--- src/pkg/brc_consts.svh ---
/*
 * constants for the board reset configuration select block.
 * assumes inclusion by bare name from the rtl files.
 */
`ifndef BRC_CONSTS_SVH
`define BRC_CONSTS_SVH

// ==========================================================
// boot sequencer codes
`define BRC_BOOT_RSVD     2'h0
`define BRC_BOOT_NORMAL   2'h1
`define BRC_BOOT_EXT      2'h2
`define BRC_BOOT_OFF      2'h3

// ==========================================================
// ddr pll ratio codes and multipliers
`define BRC_PLL_6         3'h2
`define BRC_PLL_8         3'h3
`define BRC_PLL_10        3'h4
`define BRC_RATIO_6       4'h6
`define BRC_RATIO_8       4'h8
`define BRC_RATIO_10      4'ha
`define BRC_RATIO_NONE    4'h0

// ==========================================================
// frequencies in mhz
`define BRC_F33           8'h21
`define BRC_F40           8'h28
`define BRC_F50           8'h32
`define BRC_F66           8'h42
`define BRC_F83           8'h53
`define BRC_F100          8'h64
`define BRC_F134          8'h86
`define BRC_F166          8'ha6
`define BRC_F125          8'h7d
`define BRC_F133          8'h85
`define BRC_F_NONE        8'h00
`define BRC_MEM_UNDEF     3'h7
`define BRC_KHZ_PER_MHZ   24'h0003e8

// ==========================================================
// timing
`define BRC_CLK_NS        4
`define BRC_SCLK_HALF_NS  20
`define BRC_SCLK_HALF_CYC ((`BRC_SCLK_HALF_NS + `BRC_CLK_NS - 1) / `BRC_CLK_NS)
`define BRC_HOLD_NS       100
`define BRC_HOLD_CYC      ((`BRC_HOLD_NS + `BRC_CLK_NS - 1) / `BRC_CLK_NS)
`define BRC_WORD_BITS     24

`endif

--- src/pkg/brc_pkg.sv ---
/*
 * types for the board reset configuration select block.
 * assumes brc_consts.svh is on the include path.
 */
`default_nettype none

package brc_pkg;

    // ======================================================
    // selections from switches or registers
    typedef struct packed {
        logic [1:0] boot_seq;
        logic [2:0] ddr_pll;
        logic [2:0] sysclk_sel;
        logic [2:0] memory_clock_freq_sel;
        logic       ata_freq_strap;
    } brc_cfg_t;

    // processor configuration pin group
    typedef struct packed {
        logic [1:0] boot_seq;
        logic [2:0] ddr_pll;
    } brc_pins_t;

    typedef enum logic [2:0] {
        ST_HOLD     = 3'h0,
        ST_LOAD_SYS = 3'h1,
        ST_WAIT_SYS = 3'h2,
        ST_LOAD_MEM = 3'h3,
        ST_WAIT_MEM = 3'h4,
        ST_DRIVE    = 3'h5,
        ST_RUN      = 3'h6
    } brc_state_t;

endpackage

`default_nettype wire

--- src/rtl/brc_synth_loader.sv ---
/*
 * serial word loader for the clock synthesizer: msb first, data changes
 * while the serial clock is low, a strobe pulse latches the word.
 * assumes a one-cycle start pulse only while busy_o is low.
 */
`timescale 1ns/1ps
`default_nettype none
`include "brc_consts.svh"

module brc_synth_loader #(
    parameter int WORD_BITS = `BRC_WORD_BITS,
    parameter int HALF_CYC  = `BRC_SCLK_HALF_CYC
) (
    input  wire logic                 clk_sys_i,
    input  wire logic                 rst_n_i,
    input  wire logic                 start_i,
    input  wire logic [WORD_BITS-1:0] word_i,
    output logic                      busy_o,
    output logic                      done_o,
    output logic                      sclk_o,
    output logic                      data_o,
    output logic                      strobe_o
);

    // ======================================================
    // shifter
    logic [WORD_BITS-1:0] shift;
    logic [7:0]           bits_left;
    logic [7:0]           half_cnt;
    logic                 strobing;

    always_ff @(posedge clk_sys_i or negedge rst_n_i)
    begin
        if (!rst_n_i)
        begin
            shift     <= '0;
            bits_left <= 8'h00;
            half_cnt  <= 8'h00;
            busy_o    <= 1'b0;
            done_o    <= 1'b0;
            sclk_o    <= 1'b0;
            data_o    <= 1'b0;
            strobe_o  <= 1'b0;
            strobing  <= 1'b0;
        end
        else
        begin
            done_o <= 1'b0;
            if (!busy_o)
            begin
                if (start_i)
                begin
                    busy_o    <= 1'b1;
                    data_o    <= word_i[WORD_BITS-1];
                    shift     <= {word_i[WORD_BITS-2:0], 1'b0};
                    bits_left <= 8'(WORD_BITS);
                    half_cnt  <= 8'(HALF_CYC - 1);
                end
            end
            else if (half_cnt != 8'h00)
            begin
                half_cnt <= half_cnt - 8'h01;
            end
            else if (strobing)
            begin
                // strobe has stood one half period: word taken
                strobe_o <= 1'b0;
                strobing <= 1'b0;
                busy_o   <= 1'b0;
                done_o   <= 1'b1;
            end
            else if (!sclk_o)
            begin
                sclk_o   <= 1'b1;
                half_cnt <= 8'(HALF_CYC - 1);
            end
            else
            begin
                sclk_o    <= 1'b0;
                half_cnt  <= 8'(HALF_CYC - 1);
                bits_left <= bits_left - 8'h01;
                if (bits_left == 8'h01)
                begin
                    strobe_o <= 1'b1;
                    strobing <= 1'b1;
                end
                else
                begin
                    data_o <= shift[WORD_BITS-1];
                    shift  <= {shift[WORD_BITS-2:0], 1'b0};
                end
            end
        end
    end

endmodule
`default_nettype wire

--- src/rtl/brc_config_select.sv ---
/*
 * board reset configuration select: picks switch or register settings,
 * drives processor configuration pins during system reset, loads the
 * clock synthesizer, then lets the processor out of reset.
 * assumes sys_reset_n_i and all selections are synchronous to clk_sys_i.
 */
// Operation
// boot code 01: sequencer on, normal two-wire addressing, rom needed
// boot code 10: sequencer on, extended addressing; code 00 reserved
// boot code 11 disables sequencer and is the default
// ddr pll 010 is 6:1, 011 is 8:1, 100 is 10:1; 000, 001 reserved
// system clock codes 000..011 give 33, 40, 50, 66 mhz
// system clock codes 100..111 give 83, 100, 134, 166 mhz
// memory clock codes 000..011 give 33, 40, 50, 66 mhz
// memory clock 100..110 give 83, 100, 134 mhz; 111 undefined
// ata strap 0 selects 125 mhz, 1 selects 133 mhz
// clock codes become 24-bit words shifted to synthesizer before cpu runs
// config pins driven during reset, released after reset deasserts
`timescale 1ns/1ps
`default_nettype none
`include "brc_consts.svh"

module brc_config_select #(
    parameter int HOLD_CYC = `BRC_HOLD_CYC
) (
    input  wire logic              clk_sys_i,
    input  wire logic              rst_n_i,
    input  wire logic              sys_reset_n_i,
    input  wire brc_pkg::brc_cfg_t cfg_sw_i,
    input  wire brc_pkg::brc_cfg_t cfg_reg_i,
    input  wire logic              cfg_use_reg_i,
    output brc_pkg::brc_pins_t     cfg_pins_o,
    output logic                   cfg_pins_oe_o,
    output logic                   config_drive_window_o,
    output logic                   cpu_reset_n_o,
    output logic                   ata_freq_strap_o,
    output logic [7:0]             sysclk_mhz_o,
    output logic [7:0]             memory_clock_mhz_o,
    output logic [7:0]             ata_mhz_o,
    output logic [3:0]             ddr_ratio_o,
    output logic                   cfg_error_o,
    output logic                   synth_sclk_o,
    output logic                   synth_data_o,
    output logic                   synth_strobe_o
);

    // ======================================================
    // decode helpers
    function automatic logic [7:0] clk_mhz(input logic [2:0] code);
        logic [7:0] f;
        f = `BRC_F_NONE;
        case (code)
            3'h0: f = `BRC_F33;
            3'h1: f = `BRC_F40;
            3'h2: f = `BRC_F50;
            3'h3: f = `BRC_F66;
            3'h4: f = `BRC_F83;
            3'h5: f = `BRC_F100;
            3'h6: f = `BRC_F134;
            default: f = `BRC_F166;
        endcase
        return f;
    endfunction

    brc_pkg::brc_cfg_t   sel;
    brc_pkg::brc_state_t st;
    logic [7:0]          hold_cnt;
    logic                ld_start;
    logic [23:0]         ld_word;
    logic                ld_busy;
    logic                ld_done;
    logic                mem_valid;

    assign sel = cfg_use_reg_i ? cfg_reg_i : cfg_sw_i;

    // ======================================================
    // latch selections and decoded values while reset is held
    always_ff @(posedge clk_sys_i or negedge rst_n_i)
    begin
        if (!rst_n_i)
        begin
            cfg_pins_o         <= '{boot_seq: `BRC_BOOT_OFF,
                                    ddr_pll:  `BRC_PLL_6};
            ata_freq_strap_o   <= 1'b0;
            sysclk_mhz_o       <= `BRC_F_NONE;
            memory_clock_mhz_o <= `BRC_F_NONE;
            ata_mhz_o          <= `BRC_F_NONE;
            ddr_ratio_o        <= `BRC_RATIO_NONE;
            cfg_error_o        <= 1'b0;
            mem_valid          <= 1'b0;
        end
        else if (st == brc_pkg::ST_HOLD)
        begin
            // reserved boot code falls back to the safe default
            if (sel.boot_seq == `BRC_BOOT_RSVD)
                cfg_pins_o.boot_seq <= `BRC_BOOT_OFF;
            else
                cfg_pins_o.boot_seq <= sel.boot_seq; // see R1
            cfg_pins_o.ddr_pll <= sel.ddr_pll;
            if (sel.ddr_pll == `BRC_PLL_6)
                ddr_ratio_o <= `BRC_RATIO_6;
            else if (sel.ddr_pll == `BRC_PLL_8)
                ddr_ratio_o <= `BRC_RATIO_8;
            else if (sel.ddr_pll == `BRC_PLL_10)
                ddr_ratio_o <= `BRC_RATIO_10;
            else
                ddr_ratio_o <= `BRC_RATIO_NONE;
            sysclk_mhz_o <= clk_mhz(sel.sysclk_sel); // see R5
            mem_valid <= sel.memory_clock_freq_sel != `BRC_MEM_UNDEF;
            if (sel.memory_clock_freq_sel == `BRC_MEM_UNDEF)
                memory_clock_mhz_o <= `BRC_F_NONE;
            else
                memory_clock_mhz_o <= clk_mhz(sel.memory_clock_freq_sel);
            ata_freq_strap_o <= sel.ata_freq_strap;
            ata_mhz_o <= sel.ata_freq_strap ? `BRC_F133 : `BRC_F125;
            // judged from the selection itself, not the stale ratio register
            cfg_error_o <= (sel.boot_seq == `BRC_BOOT_RSVD)
                || (sel.ddr_pll < `BRC_PLL_6) || (sel.ddr_pll > `BRC_PLL_10)
                || (sel.memory_clock_freq_sel == `BRC_MEM_UNDEF);
        end
    end

    // ======================================================
    // reset sequence
    always_ff @(posedge clk_sys_i or negedge rst_n_i)
    begin
        if (!rst_n_i)
        begin
            st                    <= brc_pkg::ST_HOLD;
            hold_cnt              <= 8'h00;
            ld_start              <= 1'b0;
            ld_word               <= 24'h000000;
            cfg_pins_oe_o         <= 1'b1;
            config_drive_window_o <= 1'b1;
            cpu_reset_n_o         <= 1'b0;
        end
        else if (!sys_reset_n_i)
        begin
            // any new system reset restarts the sequence from ST_HOLD; a serial load already under way in u_loader runs on to its end
            st                    <= brc_pkg::ST_HOLD;
            ld_start              <= 1'b0;
            cfg_pins_oe_o         <= 1'b1;
            config_drive_window_o <= 1'b1;
            cpu_reset_n_o         <= 1'b0;
        end
        else
        begin
            ld_start <= 1'b0;
            case (st)
                brc_pkg::ST_HOLD:
                begin
                    st <= brc_pkg::ST_LOAD_SYS;
                end
                brc_pkg::ST_LOAD_SYS:
                begin
                    ld_word  <= 24'(sysclk_mhz_o * `BRC_KHZ_PER_MHZ);
                    ld_start <= 1'b1;
                    st       <= brc_pkg::ST_WAIT_SYS;
                end
                brc_pkg::ST_WAIT_SYS:
                begin
                    if (ld_done)
                        st <= mem_valid ? brc_pkg::ST_LOAD_MEM
                                        : brc_pkg::ST_DRIVE;
                end
                brc_pkg::ST_LOAD_MEM:
                begin
                    ld_word  <= 24'(memory_clock_mhz_o * `BRC_KHZ_PER_MHZ);
                    ld_start <= 1'b1;
                    st       <= brc_pkg::ST_WAIT_MEM;
                end
                brc_pkg::ST_WAIT_MEM:
                begin
                    if (ld_done)
                        st <= brc_pkg::ST_DRIVE;
                end
                brc_pkg::ST_DRIVE:
                begin
                    // cpu leaves reset only after the sysclk word, and the memory word when mem_valid, are loaded
                    cpu_reset_n_o <= 1'b1;
                    hold_cnt      <= 8'(HOLD_CYC - 1);
                    st            <= brc_pkg::ST_RUN;
                end
                default:
                begin
                    // pins held past the release for the processor's hold time
                    if (hold_cnt != 8'h00)
                        hold_cnt <= hold_cnt - 8'h01;
                    else
                    begin
                        cfg_pins_oe_o         <= 1'b0;
                        config_drive_window_o <= 1'b0;
                    end
                end
            endcase
        end
    end

    brc_synth_loader u_loader (
        .clk_sys_i (clk_sys_i),
        .rst_n_i   (rst_n_i),
        .start_i   (ld_start),
        .word_i    (ld_word),
        .busy_o    (ld_busy),
        .done_o    (ld_done),
        .sclk_o    (synth_sclk_o),
        .data_o    (synth_data_o),
        .strobe_o  (synth_strobe_o)
    );
endmodule
`default_nettype wire

--- config.mk ---
export PLATFORM = sky130hd
export DESIGN_NAME = brc_config_select
export DESIGN_NICKNAME = d
export VERILOG_FILES = /design/src/pkg/brc_pkg.sv /design/src/rtl/brc_synth_loader.sv /design/src/rtl/brc_config_select.sv
export VERILOG_INCLUDE_DIRS = /design/src /design/src/pkg
export SDC_FILE = /design/constraint.sdc
export NUM_CORES = 1
export LEC_CHECK = 0
export ABC_AREA = 0
export BUFFER_PORTS_ARGS = -buffer_cell sky130_fd_sc_hd__buf_2
export CAP_MARGIN = 15
export CORE_MARGIN = 2
export CORE_UTILIZATION = 58
export DETAILED_ROUTE_END_ITERATION = 10
export GPL_TIMING_DRIVEN = 1
export HOLD_SLACK_MARGIN = 0.06
export PLACE_DENSITY = 0.78
export SLEW_MARGIN = 20
export SYNTH_ARGS = -nofsm -noshare
export SYNTH_HDL_FRONTEND = slang
export SYNTH_SLANG_ARGS = --single-unit
--- constraint.sdc ---
create_clock -name clk_sys_i -period 8.09 [get_ports clk_sys_i]
set_input_delay 1.618 -clock clk_sys_i [delete_from_list [all_inputs] [get_ports clk_sys_i]]
set_output_delay 1.618 -clock clk_sys_i [all_outputs]
set_load 0.05 [all_outputs]
Word-level counts from Yosys, hierarchy flattened
Index checks and enable logic that the tools add are counted.
{"block": "word_totals", "ff_bits": 120, "latch_bits": 0, "mem_bits_rw": 0, "romBits": 0, "input_bits": 28, "output_inout_bits": 41, "wordCells": 154, "memories": 0}
{"block": "op_classes", "n_addsub": 3, "multipliers": 2, "div": 0, "n_lt_le_gt_ge": 2, "eq_ne": 34, "shift": 0, "muxes": 59, "n_bitwise": 3, "reduce_logical": 27}
{"cell": "$mux 24", "count": 6}
{"cell": "$pmux 8 s7", "count": 2}
{"cell": "$mux 8", "count": 12}
{"cell": "$pmux 24 s2", "count": 1}
{"cell": "$eq 3x3->1 const B", "count": 10}
{"cell": "$mul 8x7->15 const B", "count": 2}
{"cell": "$mux 1", "count": 27}
{"cell": "$eq 3x2->1 const B", "count": 8}
{"cell": "$sub 8x1->8 const B", "count": 3}
{"cell": "$pmux 3 s6", "count": 1}
{"cell": "$pmux 8 s2", "count": 1}
{"cell": "$reduce_bool 8->1", "count": 2}
{"cell": "$mux 12", "count": 1}
{"cell": "$mux 3", "count": 4}
{"cell": "$mux 4", "count": 3}
{"cell": "$ne 2x2->1 const B", "count": 6}
{"cell": "$reduce_bool 2->1", "count": 5}
{"cell": "$eq 3x1->1 const B", "count": 3}
{"cell": "$logic_not 3->1", "count": 3}
{"cell": "$reduce_and 3->1", "count": 3}
{"cell": "$eq 8x1->1 const B", "count": 1}
{"cell": "$reduce_and 2->1", "count": 4}
{"cell": "$reduce_and 4->1", "count": 2}
{"cell": "$ne 7x1->1 const B", "count": 1}
{"cell": "13 further kinds", "count": 19}

Depth between registers and ports, before layout
Gate-level depths: netlist (run 1).
{"block": "logic_depth", "ltp_word": 6, "ltp_mapped": 14, "mapped_depth_nobuf": 14}

Cells and area by module
From an unflattened synthesis (run 1), not the netlist that was laid out.
{"block": "unflattened", "cells_unflattened": 768, "area_unflattened_um2": 8002.7}
{"module": "brc_config_select", "instances": 1, "cells_each": 575, "area_each_um2": 5591.6, "seq_area_each_um2": 1456.4}
{"module": "brc_synth_loader", "instances": 1, "cells_each": 193, "area_each_um2": 2411.1, "seq_area_each_um2": 1126.1}

Least setup slack after synthesis (run 1)
Ideal clock, no wire load.
{"block": "synth_path", "kind": "register to register", "start": "register sysclk_mhz_o[5]", "end": "register ld_word[17]", "setup_ns": 0.104, "arrival_time_ns": 4.289, "required_time_ns": 7.986, "path_slack_ns": 3.697, "stages_incl_launch_ff": 14, "n_path_buf": 0, "period_less_slack_ns": 4.393, "cell_sequence": "dfrtp_1 inv_1 fa_1 inv_1 fa_1 fa_1 ha_1 ha_1 and2_1 nand4_1 or3b_1 a41oi_1 xnor2_1 a221oi_1"}
{"block": "synth_via", "elab_chain_cells": 2}
{"item": "start: declaration", "line_no": "brc_config_select.sv:37", "rtl": "output logic [7:0] sysclk_mhz_o,"}
{"item": "start signal: assignment", "line_no": "brc_config_select.sv:85", "rtl": "sysclk_mhz_o <= `BRC_F_NONE;"}
{"item": "start signal: assignment", "line_no": "brc_config_select.sv:108", "rtl": "sysclk_mhz_o <= clk_mhz(sel.sysclk_sel);"}
{"item": "$mul 8x7->15 (no source line)"}
{"item": "$pmux 24 s2", "line_no": "brc_config_select.sv:149", "rtl": "case (st)"}
{"item": "end signal: assignment", "line_no": "brc_config_select.sv:156", "rtl": "ld_word <= 24'(sysclk_mhz_o * `BRC_KHZ_PER_MHZ);"}
{"item": "end signal: assignment", "line_no": "brc_config_select.sv:168", "rtl": "ld_word <= 24'(memory_clock_mhz_o * `BRC_KHZ_PER_MHZ);"}
{"item": "end: declaration", "line_no": "brc_config_select.sv:69", "rtl": "logic [23:0] ld_word;"}
Every way passes these cells. The select of a mux whose other input is x is not followed.
A chain may end at the register's enable or synchronous reset.

Final worst setup path (run 1)
{"block": "layout_path", "start": "register memory_clock_mhz_o[0]", "end": "register ld_word[14]"}
{"block": "layout_via", "elab_chain_cells": 2}
{"item": "start: declaration", "line_no": "brc_config_select.sv:38", "rtl": "output logic [7:0] memory_clock_mhz_o,"}
{"item": "start signal: assignment", "line_no": "brc_config_select.sv:86", "rtl": "memory_clock_mhz_o <= `BRC_F_NONE;"}
{"item": "start signal: assignment", "line_no": "brc_config_select.sv:111", "rtl": "memory_clock_mhz_o <= `BRC_F_NONE;"}
{"item": "start signal: assignment", "line_no": "brc_config_select.sv:113", "rtl": "memory_clock_mhz_o <= clk_mhz(sel.memory_clock_freq_sel);"}
{"item": "$mul 8x7->15 (no source line)"}
{"item": "$pmux 24 s2", "line_no": "brc_config_select.sv:149"}
Every way passes these cells. The select of a mux whose other input is x is not followed.

==> results of run 1 <==
-- routing by layer --
layer	share of wire	vias up
met5	0	-
met4	0.018	0
met3	0.045	24
met2	0.49	144
met1	0.44	2684
li1	-	2681
-- state kept, by name (all words and copies together), names as in the netlist, 5 cells and up --
name and flops:
u_loader.shift 20, cfg_pins_o 5, ld_word 15, sysclk_mhz_o 8, memory_clock_mhz_o 8, hold_cnt 8, u_loader.half_cnt 8, u_loader.bits_left 8
-- path summary, 6_finish.rpt --
check | from | endpoint | slack [ns]
worst min-delay path | ld_word[12] | ld_word[12] | 0.48
max in group asynchronous | rst_n_i | sysclk_mhz_o[2] | 5.72
worst max register to register | memory_clock_mhz_o[0] | ld_word[14] | 3.76
min in group asynchronous | rst_n_i | u_loader.half_cnt[4] | 1.24
worst min register to register | ld_word[12] | ld_word[12] | 0.48
worst max-delay path | memory_clock_mhz_o[0] | ld_word[14] | 3.76
-- cell families (layout without fill, tap and decap cells) --
logic type / Yosys count / in the layout / share of synthesized area
AO/OA/AOI/OAI: 156 / 156 / 0.133
XOR/XNOR: 35 / 35 / 0.0411
adder cells (fa/ha/maj): 127 / 127 / 0.255
buffers and inverters: 109 / 163 / 0.0600
flip-flops: 100 / 100 / 0.336
multiplexers: 36 / 36 / 0.0489
other: 1 / 2 / 0.000502
AND/OR/NAND/NOR: 194 / 194 / 0.126
-- per-stage QoR --
step,hold WS (ns),setup WS (ns),utilization
2_1_floorplan,0.438,3.70,-
3_3_place_gp,0.456,3.92,0.627
3_5_place_dp,0.467,3.80,0.627
4_1_cts,0.484,3.78,0.653
5_1_grt,0.511,3.50,0.653
6_report,0.483,3.76,0.653
-- cells in the final DEF, fill, tap and decap left out, drive strengths merged, types with 3 or more instances in the layout --
| cell | netlist | routed |
|---|---|---|
| fa | 42 | 42 |
| a22o | 9 | 9 |
| a221oi | 3 | 3 |
| or3 | 3 | 3 |
| nor2b | 12 | 12 |
| and3 | 3 | 3 |
| nand4 | 5 | 5 |
| nand2 | 60 | 60 |
| a31oi | 4 | 4 |
| nor2 | 59 | 59 |
| xnor2 | 22 | 22 |
| xor2 | 13 | 13 |
| o31ai | 9 | 9 |
| inv | 79 | 82 |
| o211ai | 3 | 3 |
| o21a | 6 | 6 |
| buf | 15 | 68 |
| mux2 | 4 | 4 |
| nand3 | 13 | 13 |
| o21ai | 44 | 44 |
| nor4b | 4 | 4 |
| clkbuf | 15 | 9 |
| mux2i | 32 | 32 |
| o22ai | 4 | 4 |
| a211oi | 6 | 6 |
| dfstp | 4 | 4 |
| a21o | 8 | 8 |
| dfrtp | 96 | 96 |
| nor3 | 19 | 19 |
| o21bai | 5 | 5 |
| nand2b | 8 | 8 |
| ha | 84 | 84 |
| a21oi | 41 | 41 |
-- tightest hold or removal path: cells and delay by family (launching register included) --
kind / cells / cell delay (ns)
flops: 1 / 0.36
simple gates: 2 / 0.10
-- layout make-up --
type                       instances  area (um2)  share of cell area
sequential                       100        2510               0.306
inverter                          79         297              0.0361
clock buffer                       9         225              0.0274
tap                              172         215              0.0262
multi-input combinational        550        4520               0.551
timing repair buffer              68         348              0.0424
clock inverter                     7        93.8              0.0114
==> results by group, run 1 <==
Layout
  – Layout area overhead: 9.90%
  – Layout fillers: between 900 and 1,000
  – Diode count: 0
  – Nets: just under 1,000
  – Fin cells: between 900 and 1,000
  – Final instance area: ~8000 um2
  – Share of layout cells above drive strength 1: 0.128

Critical path
  – Worst path required time: ~8.4 ns
  – Critical path fanouts, max: 8
  – Crit path buf inv count: 2
  – Cell family contributing the most delay on the critical path: adder cells
  – Slowest CP cell: fa_1
  – Crit path launch type: register
  – Worst Setup End Kind: register
  – Crit path DAT: about 4.6 ns
  – FF-to-FF path depth: 14
  – Cell breakdown of the critical path: fa_1 > xor2_1 > ha_1 > inv_1 > fa_1 > fa_1 > inv_1 > ha_1 > o21ai_0 > o21bai_1 > a2111oi_0 > nor3_1 > xnor2_1 > o31ai_1
  – Levels on crit path: 14
  – Most frequent CP cell: fa_1
  – Critical path class: register to register
  – CP max stage delay: approximately 0.64 ns

STA
  – Max Clock Skew: 0.0102 ns
  – Slew headroom: 0.285
  – Period minus WS final: roughly 4.3 ns
  – Final period util: 0.535
  – Final Hold Viols: 0
  – Unrepaired setup endpoints after global routing: false
  – Setup TNS: 0 ns
  – Worst slew pin tran: approximately 1.1 ns
  – Fmax: around 0.23 GHz
  – # setup viols final: 0
  – Max-slew violations: 0

CTS
  – Total CTS buffers: 9
  – Root buf cell: clkbuf_16
  – Clock buffer depth: 2
  – Sink Count: 100
  – CTS resizes: 0
  – H-tree depth: 3
  – Postcts setup bufs: 0
  – TritonCTS clock tree: built
  – # hold bufs at CTS: 0
  – Worst-path clk slew: approximately 0.07 ns
  – Clk_lat worst skew: ~0.36 ns

Synth
  – Synth Cell Area: between 7000 and 8000 um2
  – Main flop type after synthesis: dfrtp_1
  – Async SR Flop Fraction: 1.00
  – Number of synthesized flops with an enable pin: 0
  – Number of synthesized register bits: 100
  – Leading cell types by count after synthesis: 96 x dfrtp_1, 84 x ha_1, 79 x inv_1, 60 x nand2_1, 58 x nor2_1
  – Mean Syn Cell Area: 9.85 um2
  – Yosys cell types: between 60 and 70
  – Count leader, synth: dfrtp_1
  – Post-synthesis cell count: ~760
  – Yosys warns: 0
  – Most area-hungry cell type in the Yosys netlist: dfrtp_1
  – Seq/Total Area, Yosys: 0.336
  – Post-synth top area share: 0.322
  – Largest cells by area after synthesis: dfrtp_1 32%, ha_1 14%, fa_1 11%

Worst hold path
  – Hold WC Path Type: register to register
  – WHS Path Cells: 2

Floorplan
  – CORE AREA: about 13,000 um2
  – Die X: between 100 and 150 um
  – Row cnt: slightly above 40
  – Effective utilization at floorplan: 0.594
  – Die height: around 120 um
  – I/O pin total: 69
  – Die area: around 14,000 um2

Drt
  – DR vias: ~5,500
  – DR iter-0 viols: 303
  – ANT nets after route: 0
  – Final wirelength: approximately 15,000 um
  – WL/cell: roughly 15 um
  – First-pass iteration count of the detailed router: 5
  – DRC viols: 0
  – Vias per Instance: around 5.6

Run status
  – Status: finished, final reports clean

Global routing
  – Largest net degree at the start of global routing: 55
  – Met3 Resource Use GR: 0.0543
  – Vias in the first global route: ~5,600
  – Overall Global Routing Usage: 0.225
  – Gr busiest metal: met2
  – GR Overflow Total: 0
  – Initial antenna violation count: 0
  – GRT met2 Usage: 0.389
  – GRT met1 Usage: 0.284
  – First-pass GRT wire length: around 26,000 um

Placed design
  – Post-DP Area: ~7900 um2
  – Post-DP HPWL: 11,500 um
  – I/O Buffers: 66
  – Placed Cells: about 970
  – Final GP Congestion: between 0.8 and 0.9

Run
  – Max cap viols: 0
Power of run 1 is left out: the tool's default activity adds up to more than one toggle a clock period on the data nets, which glitch-free logic cannot reach.
==> run 2: changes to the inputs <==
CORE_UTILIZATION = 55   (was 58)
clock period = 3.9 ns   (was 8.09 ns; I/O delays follow)
==> results by group, run 2 (same netlist as run 1, synthesis figures left out) <==
Floorplan
  – Row cnt: 42 (+2.4%)
  – I/O pin total: 69 (unchanged)
  – CORE AREA: 13,200 um2 (+5.4%)
  – Die area: 14,500 um2 (+5.3%)
  – Effective utilization at floorplan: 0.564 (-0.0303)
  – Die height: 121 um (+2.6%)
  – Die X: 121 um (+2.6%)

Worst hold path
  – Min-delay src: config_drive_window_o
  – Hold EP: config_drive_window_o
  – WHS Path Cells: 2 (unchanged)
  – Hold WC Path Type: register to register

Layout
  – Nets: 1,008 (+4.8%)
  – Layout fillers: 997 (+2.7%)
  – Layout area overhead: 18.6%
  – Most common cell after layout, fill and taps aside: dfrtp_1
  – Final instance area: 8850 um2 (+7.9%)
  – Biggest regs: u_loader.shift (20), ld_word (15)
  – Largest register by flop count: u_loader.shift
  – Fin cells: 1,035 (+5.1%)
  – Largest register FFs: 20 (unchanged)
  – Commonest non-fill, non-tap cells in the layout: 82 x dfrtp_1, 74 x ha_1, 65 x buf_2
  – Diode count: 0 (unchanged)
  – Share of layout cells above drive strength 1: 0.247 (+0.119)

Drt
  – ANT nets after route: 0 (unchanged)
  – Final wirelength: 16,200 um (+9.3%)
  – DR iter-0 viols: 297 (-2.0%)
  – WL/cell: 15.6 um (+4.0%)
  – First-pass iteration count of the detailed router: 5 (unchanged)
  – DR vias: 5,748 (+3.9%)
  – Vias per Instance: 5.55 (-1.1%)
  – DRC viols: 0 (unchanged)

Critical path
  – Worst reg-to-reg setup slack: -0.14 ns (-3.90 ns)
  – Critical path fanouts, max: 4 (-4)
  – Cell breakdown of the critical path: buf_6 > fa_1 > inv_2 > fa_1 > fa_1 > fa_2 > inv_2 > ha_4 > nor2_1 > or3b_4 > a41oi_2 > xnor2_1 > a221oi_2
  – Worst path required time: 4.17 ns (-4.18 ns)
  – Critical R2R Capture: ld_word[17]
  – Cell family contributing the most delay on the critical path: adder cells
  – Slowest CP cell: fa_2
  – Worst R2R Start: sysclk_mhz_o[1]
  – CP max stage delay: 0.54 ns (-0.10 ns)
  – Most frequent CP cell: fa_1
  – Crit path buf inv count: 3 (+1)
  – Crit path launch type: register
  – FF-to-FF path depth: 13 (-1)
  – Critical path class: register to register
  – Crit path DAT: 4.30 ns (-0.28 ns)
  – Worst Setup End Kind: register

STA
  – # setup viols final: 7 (+7)
  – Max Clock Skew: 0.00517 ns (-0.00505 ns)
  – Max-slew violations: 0 (unchanged)
  – Setup TNS: -0.411 ns (-0.411 ns)
  – Unrepaired setup endpoints after global routing: true
  – Final hold slack: 0.472 ns (-0.0118 ns)
  – Slew headroom: 0.339 (+0.0537)
  – Final period util: 1.04 (+0.500)
  – Slack of the critical path: -0.137 ns (-3.90 ns)
  – Period minus WS final: 4.04 ns (-0.290 ns)
  – Final Hold Viols: 0 (unchanged)
  – Fmax: 0.248 GHz (+7.2%)
  – Worst slew pin tran: 0.992 ns (-0.0806 ns)

CTS
  – Worst-path clk slew: 0.07 ns (about the same)
  – Sink Count: 100 (unchanged)
  – H-tree depth: 3 (unchanged)
  – Total CTS buffers: 9 (unchanged)
  – Root buf cell: clkbuf_16
  – Clk_lat worst skew: 0.36 ns (about the same)
  – TritonCTS clock tree: built
  – Clock buffer depth: 2 (unchanged)

Global routing
  – Initial antenna violation count: 0 (unchanged)
  – Vias in the first global route: 5,909 (+4.7%)
  – GR Overflow Total: 0 (unchanged)
  – First-pass GRT wire length: 27,400 um (+6.2%)
  – Largest net degree at the start of global routing: 77 (+40%)
  – Overall Global Routing Usage: 0.233 (+0.00770)

Placed design
  – I/O Buffers: 66 (unchanged)
  – Placed Cells: 1,015 (+4.7%)
  – Final GP Congestion: 0.894 (+2.0%)
  – Post-DP HPWL: 12,000 um (+4.4%)
  – Post-DP Area: 8340 um2 (+5.8%)

Run
  – Max cap viols: 0 (unchanged)

Run status
  – Status: finished, violations left
  – Failing checks: negative setup slack
-- run 2: repair_timing --
action | in CTS | in global routing
hold buffers | 0 | 0
gates resized for setup | 9 | 26
setup endpoints to repair | 7 | 8
pin swaps | 7 | 17
buffers inserted | 1 | 3
-- run 2: stage by stage --
step,worst slack (ns),utilization
final,-0.137,0.669
after global placement,-0.00155,0.630
after detailed placement,-0.258,0.630
after global routing,-0.303,0.669
after CTS,-0.105,0.658
after floorplan,-0.0343,-
-- run 2: how the worst max path moves through the flow --
stage / startpoint / to / slack, ns / cells past startpoint
after detailed placement: memory_clock_mhz_o[1] / ld_word[14] / -0.26 / 14
final: sysclk_mhz_o[1] / ld_word[17] / -0.14 / 13
after global routing: sysclk_mhz_o[1] / ld_word[17] / -0.30 / 14
after global placement: sysclk_mhz_o[1] / ld_word[17] / -0.002 / 12
after CTS: memory_clock_mhz_o[1] / ld_word[14] / -0.11 / 14
after floorplan: sysclk_mhz_o[1] / ld_word[17] / -0.03 / 14
-- run 2: worst min-delay path, stage by stage, from the launching register on --
cell and delay [ns]:
dfstp_2 0.37, nand2_1 0.05, nand2_1 0.05
-- run 2: cell type report --
class | count | area, um2 | area share
multi-input combinational | 550 | 4790 | 0.541
timing repair buffer | 114 | 697 | 0.0787
clock buffer | 11 | 253 | 0.0285
sequential | 100 | 2530 | 0.286
tap | 176 | 220 | 0.0249
clock inverter | 5 | 68.8 | 0.00777
inverter | 79 | 297 | 0.0335
-- run 2: layer usage --
| layer | wire [um] | GRT usage |
|---|---|---|
| met4 | 346 | 0.0763 |
| met5 | 0 | 0 |
| met3 | 580 | 0.0410 |
| met1 | 7040 | 0.292 |
| met2 | 8230 | 0.407 |
Power of run 2 is left out for the same reason.
==> run 3: changes to the inputs <==
==> constraint.sdc (replaced) <==
create_clock -name clk_sys_i -period 3.9 [get_ports clk_sys_i]
set_input_delay 0.195 -clock clk_sys_i [delete_from_list [all_inputs] [get_ports clk_sys_i]]
set_output_delay 0.195 -clock clk_sys_i [all_outputs]
set_load 0.05 [all_outputs]
==> results by group, run 3 (same netlist as run 1, synthesis figures left out) <==
CTS
  – H-tree depth: 3 (unchanged)
  – Clk_lat worst skew: 0.35 ns (about the same)
  – Worst-path clk slew: 0.07 ns (about the same)
  – TritonCTS clock tree: built
  – Sink Count: 100 (unchanged)
  – Clock buffer depth: 2 (unchanged)
  – Root buf cell: clkbuf_16
  – Total CTS buffers: 9 (unchanged)

STA
  – Slew headroom: 0.331 (-0.00807)
  – Unrepaired setup endpoints after global routing: true
  – Max Clock Skew: 0.00402 ns (-0.00115 ns)
  – Period minus WS final: 4.03 ns (-0.00556 ns)
  – Final period util: 1.03 (-0.00143)
  – Slack of the critical path: -0.132 ns (+0.00556 ns)
  – Worst slew pin tran: 1.00 ns (+0.0121 ns)
  – Max-slew violations: 0 (unchanged)
  – # setup viols final: 2 (-5)
  – Fmax: 0.248 GHz (+0.14%)
  – Final Hold Viols: 0 (unchanged)

Critical path
  – Critical path fanouts, max: 4 (unchanged)
  – Worst R2R Start: sysclk_mhz_o[1]
  – FF-to-FF path depth: 14 (+1)
  – Worst reg-to-reg setup slack: -0.13 ns (about the same)
  – Critical R2R Capture: ld_word[17]
  – Worst Setup End Kind: register
  – Crit path launch type: register
  – Crit path DAT: 4.28 ns (-0.02 ns)
  – Worst path required time: 4.15 ns (-0.02 ns)
  – Critical path class: register to register

Layout
  – Layout area overhead: 18.5% (about the same)
  – Layout fillers: 1,013 (+1.6%)
  – Biggest regs: u_loader.shift (20), ld_word (15)
  – Diode count: 0 (unchanged)
  – Commonest non-fill, non-tap cells in the layout: 82 x dfrtp_1, 76 x ha_1, 65 x buf_2
  – Fin cells: 1,035 (unchanged)
  – Most common cell after layout, fill and taps aside: dfrtp_1
  – Largest register by flop count: u_loader.shift
  – Largest register FFs: 20 (unchanged)
  – Nets: 1,008 (unchanged)
  – Share of layout cells above drive strength 1: 0.246 (-0.00116)

Run status
  – Failing checks: negative setup slack
  – Status: finished, violations left

Drt
  – DR vias: 5,739 (-0.16%)
  – Final wirelength: 15,900 um (-1.6%)
  – First-pass iteration count of the detailed router: 5 (unchanged)
  – Vias per Instance: 5.54 (-0.16%)
  – DR iter-0 viols: 300 (+1.0%)
  – DRC viols: 0 (unchanged)
  – ANT nets after route: 0 (unchanged)
  – WL/cell: 15.4 um (-1.6%)

Floorplan
  – Effective utilization at floorplan: 0.564 (unchanged)
  – I/O pin total: 69 (unchanged)
  – Die height: 121 um (unchanged)
  – CORE AREA: 13,200 um2 (unchanged)
  – Die X: 121 um (unchanged)
  – Row cnt: 42 (unchanged)
  – Die area: 14,500 um2 (unchanged)

Global routing
  – Vias in the first global route: 5,802 (-1.8%)
  – GRT met1 Usage: 0.288 (-0.00387)
  – Overall Global Routing Usage: 0.227 (-0.00515)
  – Gr busiest metal: met2
  – GRT met2 Usage: 0.397 (-0.00989)
  – First-pass GRT wire length: 26,900 um (-1.8%)
  – Largest net degree at the start of global routing: 80 (+3.9%)
  – Initial antenna violation count: 0 (unchanged)
  – Met3 Resource Use GR: 0.0519 (+0.0108)
  – GR Overflow Total: 0 (unchanged)

Worst hold path
  – Hold WC Path Type: input pin to register
  – Hold EP: config_drive_window_o
  – Min-delay src: sys_reset_n_i
  – WHS Path Cells: 2 (unchanged)

Placed design
  – Final GP Congestion: 0.924 (+3.4%)
  – Post-DP HPWL: 11,900 um (-0.13%)
  – Placed Cells: 1,013 (-0.20%)
  – I/O Buffers: 66 (unchanged)

Run
  – Max cap viols: 0 (unchanged)
## run 3: worst max-delay path by stage
stage | end | start | cells past startpoint | slack [ns]
after CTS | ld_word[14] | memory_clock_mhz_o[1] | 14 | -0.08
after global routing | ld_word[17] | memory_clock_mhz_o[2] | 13 | -0.26
final | ld_word[17] | sysclk_mhz_o[1] | 14 | -0.13
after detailed placement | ld_word[14] | memory_clock_mhz_o[1] | 14 | -0.19
after global placement | ld_word[14] | memory_clock_mhz_o[1] | 14 | -0.008
after floorplan | ld_word[17] | sysclk_mhz_o[1] | 14 | -0.03
## run 3: timing repair
action | 4_1_cts | 5_1_grt
resized for setup | 9 | 28
setup endpoints to repair | 6 | 8
pin swaps | 9 | 23
setup buffers | 3 | 2
endpoints found under the hold margin | 41 | 0
hold buffers | 1 | 0
## run 3: critical path: stages, from the launching register on
cell and delay [ns]:
dfrtp_4 0.50, fa_1 0.59, xor2_1 0.17, ha_1 0.25, inv_2 0.06, fa_1 0.41
fa_1 0.50, inv_2 0.04, ha_4 0.27, o21ai_2 0.06, o21ai_1 0.14, or3b_4 0.39
a41oi_2 0.15, xnor2_1 0.09, a221oi_1 0.29
## run 3: per-stage QoR
step                      setup WS (ns)   util  setup TNS [ns]  cell area (um2)  hold WS, ns
final                            -0.132  0.668          -0.174             8850       0.0638
after global routing             -0.264  0.668          -0.948             8850       0.0799
after CTS                       -0.0804  0.658          -0.200             8710       0.0635
after detailed placement         -0.192  0.629          -0.409             8330        0.429
after global placement         -0.00776  0.629        -0.00776             8330        0.417
after floorplan                 -0.0343      -         -0.0343             7610       -0.101
## run 3: final cells by class
cell class / count / area [um2] / share of cell area
Clock buffer: 11 / 243 / 0.0274
Clock inverter: 5 / 66.3 / 0.00749
Inverter: 79 / 297 / 0.0335
Multi-Input combinational cell: 550 / 4790 / 0.541
Sequential cell: 100 / 2530 / 0.286
Tap cell: 176 / 220 / 0.0249
Timing Repair Buffer: 114 / 699 / 0.0790
## run 3: per-layer routing
layer / wire length, um / part of all wire
met4: 279 / 0.018
met3: 698 / 0.044
met1: 6990 / 0.44
met5: 0 / 0
met2: 7950 / 0.50
Power of run 3 is left out for the same reason.
